$ cat config.mk
export PLATFORM = sky130hd
export DESIGN_NAME = sbow_regs
export DESIGN_NICKNAME = d
export VERILOG_FILES = /design/src/design/sbow_pkg.sv /design/src/design/sbow_divider.sv /design/src/design/sbow_regs.sv
export SDC_FILE = /design/constraint.sdc
export NUM_CORES = 1
export LEC_CHECK = 0
export BUFFER_PORTS_ARGS = -buffer_cell sky130_fd_sc_hd__buf_2
export CAP_MARGIN = 10
export CORE_MARGIN = 2
export CORE_UTILIZATION = 55
export DETAILED_ROUTE_END_ITERATION = 6
export PLACE_DENSITY = 0.81
export SYNTH_ARGS = -nofsm -noshare
export SYNTH_HDL_FRONTEND = slang
export SYNTH_SLANG_ARGS = --single-unit
$ cat constraint.sdc
create_clock -name i_clk -period 4.9 [get_ports i_clk]
set_clock_uncertainty 0.1 [all_clocks]
set_input_delay 0.49 -clock i_clk [delete_from_list [all_inputs] [get_ports i_clk]]
set_output_delay 0.49 -clock i_clk [all_outputs]
set_load 0.005 [all_outputs]
$ cat src/design/sbow_pkg.sv
package sbow_pkg;

  // ---------------------------------------------------------------------------
  // Register offsets (word addresses on the register port)
  // ---------------------------------------------------------------------------
  localparam logic [6:0] OFS_ACCEL_BOW_FIRST  = 7'h2d;
  localparam logic [6:0] OFS_ACCEL_BOW_SECOND = 7'h2e;
  localparam logic [6:0] OFS_DECEL_BOW_FIRST  = 7'h2f;
  localparam logic [6:0] OFS_DECEL_BOW_SECOND = 7'h30;
  localparam logic [6:0] OFS_EXT_CLOCK_HERTZ  = 7'h31;

  // ---------------------------------------------------------------------------
  // Field layout and reset values
  // ---------------------------------------------------------------------------
  localparam int          BOW_W         = 24;
  localparam int          CLK_W         = 25;
  localparam int          ADDR_W        = 7;
  localparam int          DATA_W        = 32;
  localparam logic [23:0] BOW_RESET     = 24'h000000;
  localparam logic [24:0] CLK_HZ_RESET  = 25'h0f42400;

  // ---------------------------------------------------------------------------
  // Conversion arithmetic
  // ---------------------------------------------------------------------------
  // Direct values are jerk steps in units of 2^-53 of acceleration per cycle
  localparam int          BOW_FRAC_BITS = 53;
  localparam int          NUM_W         = BOW_W + BOW_FRAC_BITS;
  localparam logic [6:0]  DIV_STEPS     = 7'h4d;

  // Conversion sequencer: one pass of the divider per power of the clock rate
  typedef enum logic [1:0] {
    SBOW_LOAD = 2'b00,
    SBOW_DIV1 = 2'b01,
    SBOW_DIV2 = 2'b10,
    SBOW_DIV3 = 2'b11
  } sbow_conv_e;

endpackage

$ cat src/design/sbow_divider.sv
`timescale 1ns/10ps
module sbow_divider (
  input  wire logic                           i_clk,
  input  wire logic                           i_rst_n,
  input  wire logic                           i_start,
  input  wire logic [sbow_pkg::NUM_W-1:0]     i_dividend,
  input  wire logic [sbow_pkg::CLK_W-1:0]     i_divisor,
  output logic                                o_done,
  output logic      [sbow_pkg::NUM_W-1:0]     o_quot
);

  typedef struct packed {
    logic [sbow_pkg::NUM_W-1:0] quot;
    logic [sbow_pkg::CLK_W-1:0] rem;
    logic [sbow_pkg::CLK_W-1:0] dvs;
    logic [6:0]                 cnt;
    logic                       busy;
    logic                       done;
  } sbow_div_s;

  sbow_div_s state_q;
  sbow_div_s state_d;
  logic [sbow_pkg::CLK_W:0] trial;

  // ---------------------------------------------------------------------------
  // Restoring division, one quotient bit per cycle
  // ---------------------------------------------------------------------------
  // Serial to keep the area small; a zero divisor yields an all-ones quotient
  always_comb begin
    state_d      = state_q;
    state_d.done = 1'b0;
    trial        = {state_q.rem, state_q.quot[sbow_pkg::NUM_W-1]};
    if (i_start) begin
      state_d.quot = i_dividend;
      state_d.rem  = '0;
      state_d.dvs  = i_divisor;
      state_d.cnt  = sbow_pkg::DIV_STEPS;
      state_d.busy = 1'b1;
    end else if (state_q.busy) begin
      if (trial >= {1'b0, state_q.dvs}) begin
        trial = trial - {1'b0, state_q.dvs};
        state_d.quot = {state_q.quot[sbow_pkg::NUM_W-2:0], 1'b1};
      end else begin
        state_d.quot = {state_q.quot[sbow_pkg::NUM_W-2:0], 1'b0};
      end
      state_d.rem = trial[sbow_pkg::CLK_W-1:0];
      state_d.cnt = state_q.cnt - 7'h01;
      if (state_q.cnt == 7'h01) begin
        state_d.busy = 1'b0;
        state_d.done = 1'b1;
      end
    end
  end

  // State register
  always_ff @(posedge i_clk or negedge i_rst_n) begin
    if (!i_rst_n) begin
      state_q <= '0;
    end else begin
      state_q <= state_d;
    end
  end

  assign o_done = state_q.done;
  assign o_quot = state_q.quot;

  // ---------------------------------------------------------------------------
  // Checks
  // ---------------------------------------------------------------------------
  logic [sbow_pkg::NUM_W-1:0] dvd_h;
  always_ff @(posedge i_clk or negedge i_rst_n) begin
    if (!i_rst_n) begin
      dvd_h <= '0;
    end else if (i_start) begin
      dvd_h <= i_dividend;
    end
  end
endmodule

$ cat src/design/sbow_regs.sv
// Functional notes
// - The 24-bit unsigned first acceleration bow sets the opening acceleration jerk.
// - The 24-bit unsigned second acceleration bow sets the closing acceleration jerk.
// - The 24-bit unsigned first deceleration bow sets the opening deceleration jerk.
// - The 24-bit unsigned second deceleration bow sets the closing deceleration jerk.
// - In frequency form a bow is whole pulses per second cubed, valid from 1 to 16 M.
// - In direct form the bow over 2^53 is added to the acceleration every cycle.
// - Direct-form jerk per second cubed equals the bow over 2^53 times the clock rate cubed.
// - The clock rate register holds the clock in hertz, 25 bits unsigned, 4.2 to 32 MHz.
`timescale 1ns/10ps
module sbow_regs (
  input  wire logic                          i_clk,
  input  wire logic                          i_rst_n,
  input  wire logic                          i_wr_en,
  input  wire logic                          i_rd_en,
  input  wire logic [sbow_pkg::ADDR_W-1:0]   i_addr,
  input  wire logic [sbow_pkg::DATA_W-1:0]   i_wdata,
  input  wire logic                          i_direct_mode,
  input  wire logic [1:0]                    i_bow_sel,
  output logic      [sbow_pkg::DATA_W-1:0]   o_rdata,
  output logic                               o_rd_valid,
  output logic      [sbow_pkg::BOW_W-1:0]    o_jerk_inc,
  output logic                               o_conv_valid
);

  // ---------------------------------------------------------------------------
  // State
  // ---------------------------------------------------------------------------
  typedef struct packed {
    logic [3:0][sbow_pkg::BOW_W-1:0] bow;
    logic [sbow_pkg::CLK_W-1:0]      clk_hz;
    logic [3:0][sbow_pkg::BOW_W-1:0] conv;
    sbow_pkg::sbow_conv_e            st;
    logic [1:0]                      idx;
    logic [sbow_pkg::NUM_W-1:0]      num;
    logic [sbow_pkg::CLK_W-1:0]      f_snap;
    logic                            start;
    logic                            dirty;
    logic                            conv_valid;
    logic [sbow_pkg::DATA_W-1:0]     rdata;
    logic                            rvalid;
    logic [sbow_pkg::BOW_W-1:0]      jerk;
  } sbow_state_s;

  sbow_state_s                   state_q;
  sbow_state_s                   state_d;
  logic                          div_done;
  logic [sbow_pkg::NUM_W-1:0]    div_quot;
  logic [2:0]                    wr_hit;
  logic [2:0]                    rd_hit;

  // ---------------------------------------------------------------------------
  // Address decode
  // ---------------------------------------------------------------------------
  // Returns {hit, index} for the four bow registers
  function automatic logic [2:0] bow_decode(input logic [sbow_pkg::ADDR_W-1:0] addr);
    logic [2:0] res;
    res = 3'h0;
    unique case (addr)
      sbow_pkg::OFS_ACCEL_BOW_FIRST:  res = 3'h4;
      sbow_pkg::OFS_ACCEL_BOW_SECOND: res = 3'h5;
      sbow_pkg::OFS_DECEL_BOW_FIRST:  res = 3'h6;
      sbow_pkg::OFS_DECEL_BOW_SECOND: res = 3'h7;
      default:                        res = 3'h0;
    endcase
    return res;
  endfunction

  // Quotients too large for the bow field are clipped, never wrapped
  function automatic logic [sbow_pkg::BOW_W-1:0] saturate(
    input logic [sbow_pkg::NUM_W-1:0] val
  );
    logic [sbow_pkg::BOW_W-1:0] res;
    res = val[sbow_pkg::BOW_W-1:0];
    if (|val[sbow_pkg::NUM_W-1:sbow_pkg::BOW_W]) begin
      res = '1;
    end
    return res;
  endfunction

  assign wr_hit = bow_decode(i_addr);
  assign rd_hit = bow_decode(i_addr);

  // ---------------------------------------------------------------------------
  // Next-state logic
  // ---------------------------------------------------------------------------
  always_comb begin
    state_d        = state_q;
    state_d.start  = 1'b0;
    state_d.rvalid = 1'b0;

    // Jerk step for the bow the ramp sequencer is in
    if (i_direct_mode) begin
      state_d.jerk = state_q.bow[i_bow_sel];
    end else begin
      state_d.jerk = state_q.conv[i_bow_sel];
    end

    // Round-robin conversion of each bow: field * 2^53 / f / f / f
    unique case (state_q.st)
      sbow_pkg::SBOW_LOAD: begin
        state_d.num    = {state_q.bow[state_q.idx], 53'h0};
        state_d.f_snap = state_q.clk_hz;
        state_d.start  = 1'b1;
        state_d.st     = sbow_pkg::SBOW_DIV1;
      end
      sbow_pkg::SBOW_DIV1: begin
        if (div_done) begin
          state_d.num   = div_quot;
          state_d.start = 1'b1;
          state_d.st    = sbow_pkg::SBOW_DIV2;
        end
      end
      sbow_pkg::SBOW_DIV2: begin
        if (div_done) begin
          state_d.num   = div_quot;
          state_d.start = 1'b1;
          state_d.st    = sbow_pkg::SBOW_DIV3;
        end
      end
      sbow_pkg::SBOW_DIV3: begin
        if (div_done) begin
          state_d.conv[state_q.idx] = saturate(div_quot);
          state_d.idx               = state_q.idx + 2'h1;
          state_d.st                = sbow_pkg::SBOW_LOAD;
          if (state_q.idx == 2'h3) begin
            state_d.conv_valid = ~state_q.dirty;
            state_d.dirty      = 1'b0;
          end
        end
      end
    endcase

    // Register writes; a write mid-round marks that round stale
    if (i_wr_en) begin
      if (wr_hit[2]) begin
        state_d.bow[wr_hit[1:0]] = i_wdata[sbow_pkg::BOW_W-1:0];
        state_d.dirty            = 1'b1;
        state_d.conv_valid       = 1'b0;
      end else if (i_addr == sbow_pkg::OFS_EXT_CLOCK_HERTZ) begin
        state_d.clk_hz     = i_wdata[sbow_pkg::CLK_W-1:0];
        state_d.dirty      = 1'b1;
        state_d.conv_valid = 1'b0;
      end
    end

    // Register reads; unmapped offsets and upper bits read as zero
    if (i_rd_en) begin
      state_d.rvalid = 1'b1;
      state_d.rdata  = '0;
      if (rd_hit[2]) begin
        state_d.rdata = {8'h00, state_q.bow[rd_hit[1:0]]};
      end else if (i_addr == sbow_pkg::OFS_EXT_CLOCK_HERTZ) begin
        state_d.rdata = {7'h00, state_q.clk_hz};
      end
    end
  end

  // ---------------------------------------------------------------------------
  // State register
  // ---------------------------------------------------------------------------
  always_ff @(posedge i_clk or negedge i_rst_n) begin
    if (!i_rst_n) begin
      state_q        <= '0;
      state_q.bow    <= {4{sbow_pkg::BOW_RESET}};
      state_q.clk_hz <= sbow_pkg::CLK_HZ_RESET;
      state_q.f_snap <= sbow_pkg::CLK_HZ_RESET;
      state_q.st     <= sbow_pkg::SBOW_LOAD;
      state_q.dirty  <= 1'b1;
    end else begin
      state_q <= state_d;
    end
  end

  // Shared serial divider; three passes per bow keep the product width down
  sbow_divider u_div (
    .i_clk      (i_clk),
    .i_rst_n    (i_rst_n),
    .i_start    (state_q.start),
    .i_dividend (state_q.num),
    .i_divisor  (state_q.f_snap),
    .o_done     (div_done),
    .o_quot     (div_quot)
  );

  assign o_rdata      = state_q.rdata;
  assign o_rd_valid   = state_q.rvalid;
  assign o_jerk_inc   = state_q.jerk;
  assign o_conv_valid = state_q.conv_valid;

  // A read sees the old field when a write shares its edge
  for (genvar g = 0; g < 4; g++) begin : g_bow_read

  end

  // Cycles since the last configuration write, saturating; used by checks only
  logic [9:0] wr_age_q;
  always_ff @(posedge i_clk or negedge i_rst_n) begin
    if (!i_rst_n) begin
      wr_age_q <= '0;
    end else if (i_wr_en && (wr_hit[2] || i_addr == sbow_pkg::OFS_EXT_CLOCK_HERTZ)) begin
      wr_age_q <= '0;
    end else if (wr_age_q != 10'h3ff) begin
      wr_age_q <= wr_age_q + 10'h001;
    end
  end
endmodule

==> run metrics, run 1 <==
outcome=completed; number of flops mapped to enable cells by yosys=0; Clk Latency, worst-skew pair=0.59 ns; Clock transition at path regs=0.06 ns; Top FF cell, synth=dfrtp_1; largest net degree at the start of global routing=130; final wirelength=59100 um; fillers=~3400; detailed placer's ending HPWL=37900 um; synth warn=0; fin cells=around 2800; crit-path leading delay family=compound AO/OA/AOI/OAI gates; maximum fanout along the worst path=15; Cell Area, Synth=about 24000 um^2; hold-fix buffer count after cts=1; Wirelength per Cell=21.4 um; VDD IR max=~0.33 mV; row cnt=a little under 80; FF-to-FF End=u_div.state_q[34]; total power=10.7 mW; slowest stage delay, CP=0.84 ns; flop and latch count out of synthesis=512; IO buf count=89; Data arrival, critical path=4.03 ns; fmax=between 0.2 and 0.3 GHz; DRC Markers=0; P_leak=12.3 nW; first-pass GRT wire length=96500 um; actual slew at the worst max-slew pin=between 1 and 1.5 ns; critical path type=register to register; initial cell density of the core=between 50% and 60%; HP Class=primary input to register; via/cell ratio=6.28; Placed Area=approximately 25000 um^2; initial antenna violation count=2; Async S/R FF share, synth=100%; endpoints failing hold=0; CP Capture Type=register; final instance area=roughly 27000 um^2; # setup viols final=0; cell count after synthesis=between 2000 and 2500; TritonCTS clock tree=built; Num CTS Buffers=50; HP Start=i_wdata[24]; Die Width=215 um; total core area=44100 um^2; Worst path slowest cell=nor3_2; library cells used by synthesis=72; DP Cell Count=2665; Hold Path Sink=state_q[286]; Root Driver=clkbuf_16; RSZ-0062 raised after global routing=false; Critical Path, Cell by Cell=inv_1 > ha_1 > a21o_1 > a21oi_1 > nor2b_1 > o311a_1 > nor3_2 > buf_4 > mux2_1 > a211oi_1; Final Wtd Congestion=0.877; CP Launch Type=register; fin crit share=between 70 and 80%; hold path depth=2; TNS Setup=0 ns; Multi-input gate area=10500 um^2; TritonCTS sink count=512; WP buf/inv=2; Max Cap Viol=0; GRT Residual Overflow=0; Layout area overhead=8.53%; CP required=5.29 ns; H-Tree Depth=2; Die Ht=215 um; register area share after synthesis=52.4%; Via Count=approximately 17000; Max clock buf depth=3; final net count=approximately 2200; share of cells above drive strength 1=between 10% and 20%; Post-CTS Setup Inserts=0; pwr dens=401 nW/um^2; cts repair resizes=0; antenna-violating nets left=0; First-pass DRT Iterations=6; reg2reg path depth=10; I/O pin cnt=104; initial DRC count=1660; minimum clock period=3.65 ns; Die ar.=around 46000 um^2; Slew headroom=27.5%; r2r startpoint=u_div.state_q[28]; worst reg-to-reg setup slack=roughly 1.3 ns; Slew Limit Fails=0; Avg Cell Area, Syn=11.4 um^2; GR Util All Layers=26.0%; Sequential Area=12800 um^2; vias in the first global route=17600
## cells in the final DEF (no fill, tap or decap), types with 18 or more instances in the layout
| cell | instances |
|---|---|
| mux2_1 | 58 |
| mux2i_1 | 89 |
| o22ai_1 | 25 |
| a22o_1 | 54 |
| nand2_1 | 267 |
| buf_2 | 87 |
| buf_4 | 30 |
| dfrtp_1 | 495 |
| a21oi_1 | 61 |
| mux4_2 | 72 |
| o21ai_0 | 230 |
| ha_1 | 36 |
| clkbuf_16 | 51 |
| nor4_1 | 18 |
| nor2_1 | 126 |
| a221oi_1 | 25 |
| mux2_2 | 115 |
| inv_1 | 36 |
## kinds of logic (layout without fill, tap and decap cells)
family / Yosys count / after routing / synth area share (%)
AO/OA/AOI/OAI: 506 / 506 / 13.1
XOR/XNOR: 25 / 25 / 0.894
AND/OR/NAND/NOR: 493 / 493 / 8.56
adder cells (fa/ha/maj): 37 / 37 / 1.92
other: 1 / 8 / 0.0153
flip-flops: 512 / 512 / 52.4
multiplexers: 335 / 335 / 18.3
buffers and inverters: 247 / 251 / 4.88
## sequential cells by signal, summed over array words and instances (netlist names)
signal,cells
u_div.o_quot,77
state_q,325
o_rd_valid,1
o_jerk_inc,24
u_div.o_done,1
o_conv_valid,1
u_div.state_q,58
o_rdata,25
## area by class of cell
class,instances,share of cell area [%]
repair buffers,124,2.98
clock inverters,15,0.344
inverters,36,0.508
diodes,1,0.00941
flip-flops and latches,512,48.3
well taps,592,2.79
multi-input cells,1403,39.6
clock buffers,76,5.53
## worst max path at each step
stage,startpoint,to,slack [ns],cells past startpoint
finish,u_div.state_q[28],u_div.state_q[34],1.25,10
global route,u_div.o_quot[76],u_div.state_q[41],1.03,10
CTS,u_div.o_quot[76],u_div.state_q[41],1.27,10
detailed placement,u_div.o_quot[76],u_div.state_q[41],1.28,10
global placement,u_div.state_q[28],u_div.state_q[34],1.36,10
floorplan,u_div.o_quot[76],u_div.state_q[35],2.07,11
## synth_stat cells, types with 11 or more instances
cell type / n / area (um^2)
nor2_1: 127 / 477
nand3_1: 16 / 80.1
xor2_1: 12 / 105
clkbuf_1: 111 / 417
ha_1: 36 / 450
a221oi_1: 25 / 219
buf_4: 57 / 428
buf_1: 20 / 75.1
mux2_1: 58 / 653
a21oi_1: 61 / 305
mux4_2: 72 / 1620
buf_2: 19 / 95.1
dfrtp_1: 497 / 12400
dfstp_2: 15 / 394
nor3_1: 14 / 70.1
inv_1: 36 / 135
a2bb2oi_1: 14 / 123
o22ai_1: 25 / 156
mux2i_1: 89 / 891
nor4_1: 18 / 113
mux2_2: 115 / 1290
a22oi_1: 13 / 97.6
a311oi_1: 11 / 96.3
a22o_1: 54 / 473
xnor2_1: 13 / 114
o21ai_0: 230 / 1150
nand2_1: 267 / 1000
## per-stage QoR
stage          hold slack, ns  utilization [%]  setup WS, ns
2_1_floorplan          0.0944                -          2.07
3_3_place_gp            0.356             56.6          1.36
3_5_place_dp            0.366             56.6          1.28
4_1_cts                0.0434             60.2          1.27
5_1_grt                0.0320             60.3          1.03
6_report               0.0514             60.3          1.25
## report_power, final
group	total, mW	switching, mW	internal (mW)	leakage, nW
clock	3.69	1.62	2.07	0.771
combinational	2.07	1.17	0.903	4.81
sequential	4.90	0.328	4.58	6.76
total	10.7	3.12	7.55	12.3
## routing by layer
| metal | vias to the layer above | part of all wire [%] | GRT usage [%] | wire length [um] |
|---|---|---|---|---|
| li1 | 7658 | - | - | - |
| met1 | 8808 | 41 | 34.8 | 24000 |
| met2 | 688 | 48 | 41.1 | 28100 |
| met3 | 162 | 6.2 | 4.32 | 3690 |
| met4 | 4 | 5.6 | 14.0 | 3320 |
| met5 | - | 0.086 | 0 | 51 |
Note: power is estimated with default switching activity, not from simulation.
==> run 2: changes to the inputs <==
Settings changed: PLACE_DENSITY 0.81 to 0.84.
Clock period 4.9 ns to 3.2 ns, I/O delays scaled along.
==> run metrics, run 2 (synthesized netlist as in run 1, its figures left out) <==
Max clock buf depth=3; Final Wtd Congestion=a little under 0.9; largest net degree at the start of global routing=between 100 and 150; P_leak=about 13 nW; Die ar.=46200 um^2; pwr dens=roughly 620 nW/um^2; # setup viols final=0; Multi-input gate area=10600 um^2; Placed Area=about 25000 um^2; Data arrival, critical path=~3.4 ns; RSZ-0062 raised after global routing=false; final net count=2279; DRC Markers=0; antenna-violating nets left=0; vias in the first global route=18200; final instance area=between 20000 and 30000 um^2; Die Ht=215 um; critical path type=register to register; n_diodes=0; minimum clock period=3.06 ns; first-pass GRT wire length=approximately 100000 um; GRT Residual Overflow=0; Wirelength per Cell=22.4 um; share of cells above drive strength 1=about a fifth; via/cell ratio=6.39; TritonCTS sink count=512; CP required=3.56 ns; endpoints failing hold=0; fmax=approximately 0.33 GHz; TNS Setup=0 ns; Slew Limit Fails=0; most common cell after layout, fill and taps aside=dfrtp_1; Clk Latency, worst-skew pair=0.57 ns; VDD IR max=0.421 mV; fin crit share=95.5%; CP Launch Type=register; total power=17.0 mW; max reg flops=~330; commonest cells after routing, fill and taps aside=dfrtp_1, nand2_1, o21ai_0; Sequential Area=~13000 um^2; IO buf count=89; HP Class=primary input to async pin; initial cell density of the core=55.5%; initial DRC count=2124; fillers=3236; Clock transition at path regs=0.06 ns; final wirelength=63400 um; initial antenna violation count=1; CP Capture Type=register; First-pass DRT Iterations=6; Num CTS Buffers=between 40 and 50; row cnt=77; Root Driver=clkbuf_16; maximum fanout along the worst path=7; total core area=44100 um^2; Slew headroom=37.7%; GR Util All Layers=a little over a quarter; Via Count=18100; I/O pin cnt=approximately 100; Max Cap Viol=0; actual slew at the worst max-slew pin=slightly above 0.9 ns; Biggest register=state_q; Layout area overhead=11.5%; H-Tree Depth=2; detailed placer's ending HPWL=39700 um; Die Width=215 um; outcome=completed; TritonCTS clock tree=built
[run 2: cell types whose count changed in the layout (fill, tap and decap cells not counted), moves of 2 or more]
| cell | delta |
|---|---|
| buf_4 | +43 |
| clkbuf_1 | -3 |
| buf_12 | +2 |
| dlygate4sd3_1 | +26 |
| bufinv_16 | +3 |
[run 2: final timing paths]
| check | startpoint | to | slack, ns | cells after the start |
|---|---|---|---|---|
| min | i_rst_n | u_div.o_quot[37] | 0.19 | 2 |
| min in group i_clk | i_rd_en | o_rd_valid | 0.21 | 1 |
| max | u_div.o_quot[76] | u_div.state_q[34] | 0.14 | 11 |
| max reg2reg | u_div.o_quot[76] | u_div.state_q[34] | 0.14 | 11 |
| min reg2reg | state_q[246] | state_q[246] | 0.37 | 2 |
| max in group asynchronous | i_rst_n | o_rdata[7] | 1.78 | 3 |
[run 2: what timing repair did]
| item | in CTS | in global routing |
|---|---|---|
| endpoints found under the hold margin | 178 | 0 |
| setup endpoints to repair | 16 | 16 |
| buffers inserted | 2 | 4 |
| resized for setup | 5 | 3 |
| pin swaps | 2 | 2 |
| hold buffers | 27 | 0 |
[run 2: cell type report]
| cell class | count | area share (%) |
|---|---|---|
| tap | 592 | 2.71 |
| multi-input combinational | 1403 | 38.7 |
| timing repair buffer | 194 | 5.09 |
| sequential | 512 | 47.0 |
| clock buffer | 74 | 5.39 |
| clock inverter | 17 | 0.632 |
| inverter | 36 | 0.495 |
[run 2: where the power goes]
| part | leakage (nW) | switching [mW] | internal [mW] |
|---|---|---|---|
| clock network | 0.813 | 2.49 | 3.43 |
| logic | 5.14 | 1.96 | 1.64 |
| registers | 6.76 | 0.517 | 7.00 |
[run 2: worst max-delay path: stages, from the launching register on]
cell,delay [ns]
dfrtp_1,0.35
inv_1,0.06
ha_1,0.22
fa_1,0.41
nand2b_4,0.18
a211oi_4,0.29
o2111ai_2,0.18
a211oi_2,0.26
buf_4,0.16
nor3_4,0.07
mux2_1,0.36
a211oi_1,0.30
[run 2: through the flow]
step | util (%) | worst slack [ns] | cells | hold slack [ns]
5_1_grt | 61.9 | 0.00443 | 2828 | 0.225
3_3_place_gp | 57.3 | -0.104 | 2704 | 0.194
3_5_place_dp | 57.3 | -0.280 | 2704 | 0.201
6_report | 61.9 | 0.144 | 2828 | 0.187
2_1_floorplan | - | 0.369 | 2162 | -0.0756
4_1_cts | 61.8 | 0.0161 | 2824 | 0.157
[run 2: metal layers]
layer  GRT usage (%)  wire (um)  up-vias
met2            43.4      30300      928
li1                -          -     7787
met4            15.8       3860        2
met5               0         10        -
met3            4.13       4720      210
met1            36.5      24500     9157
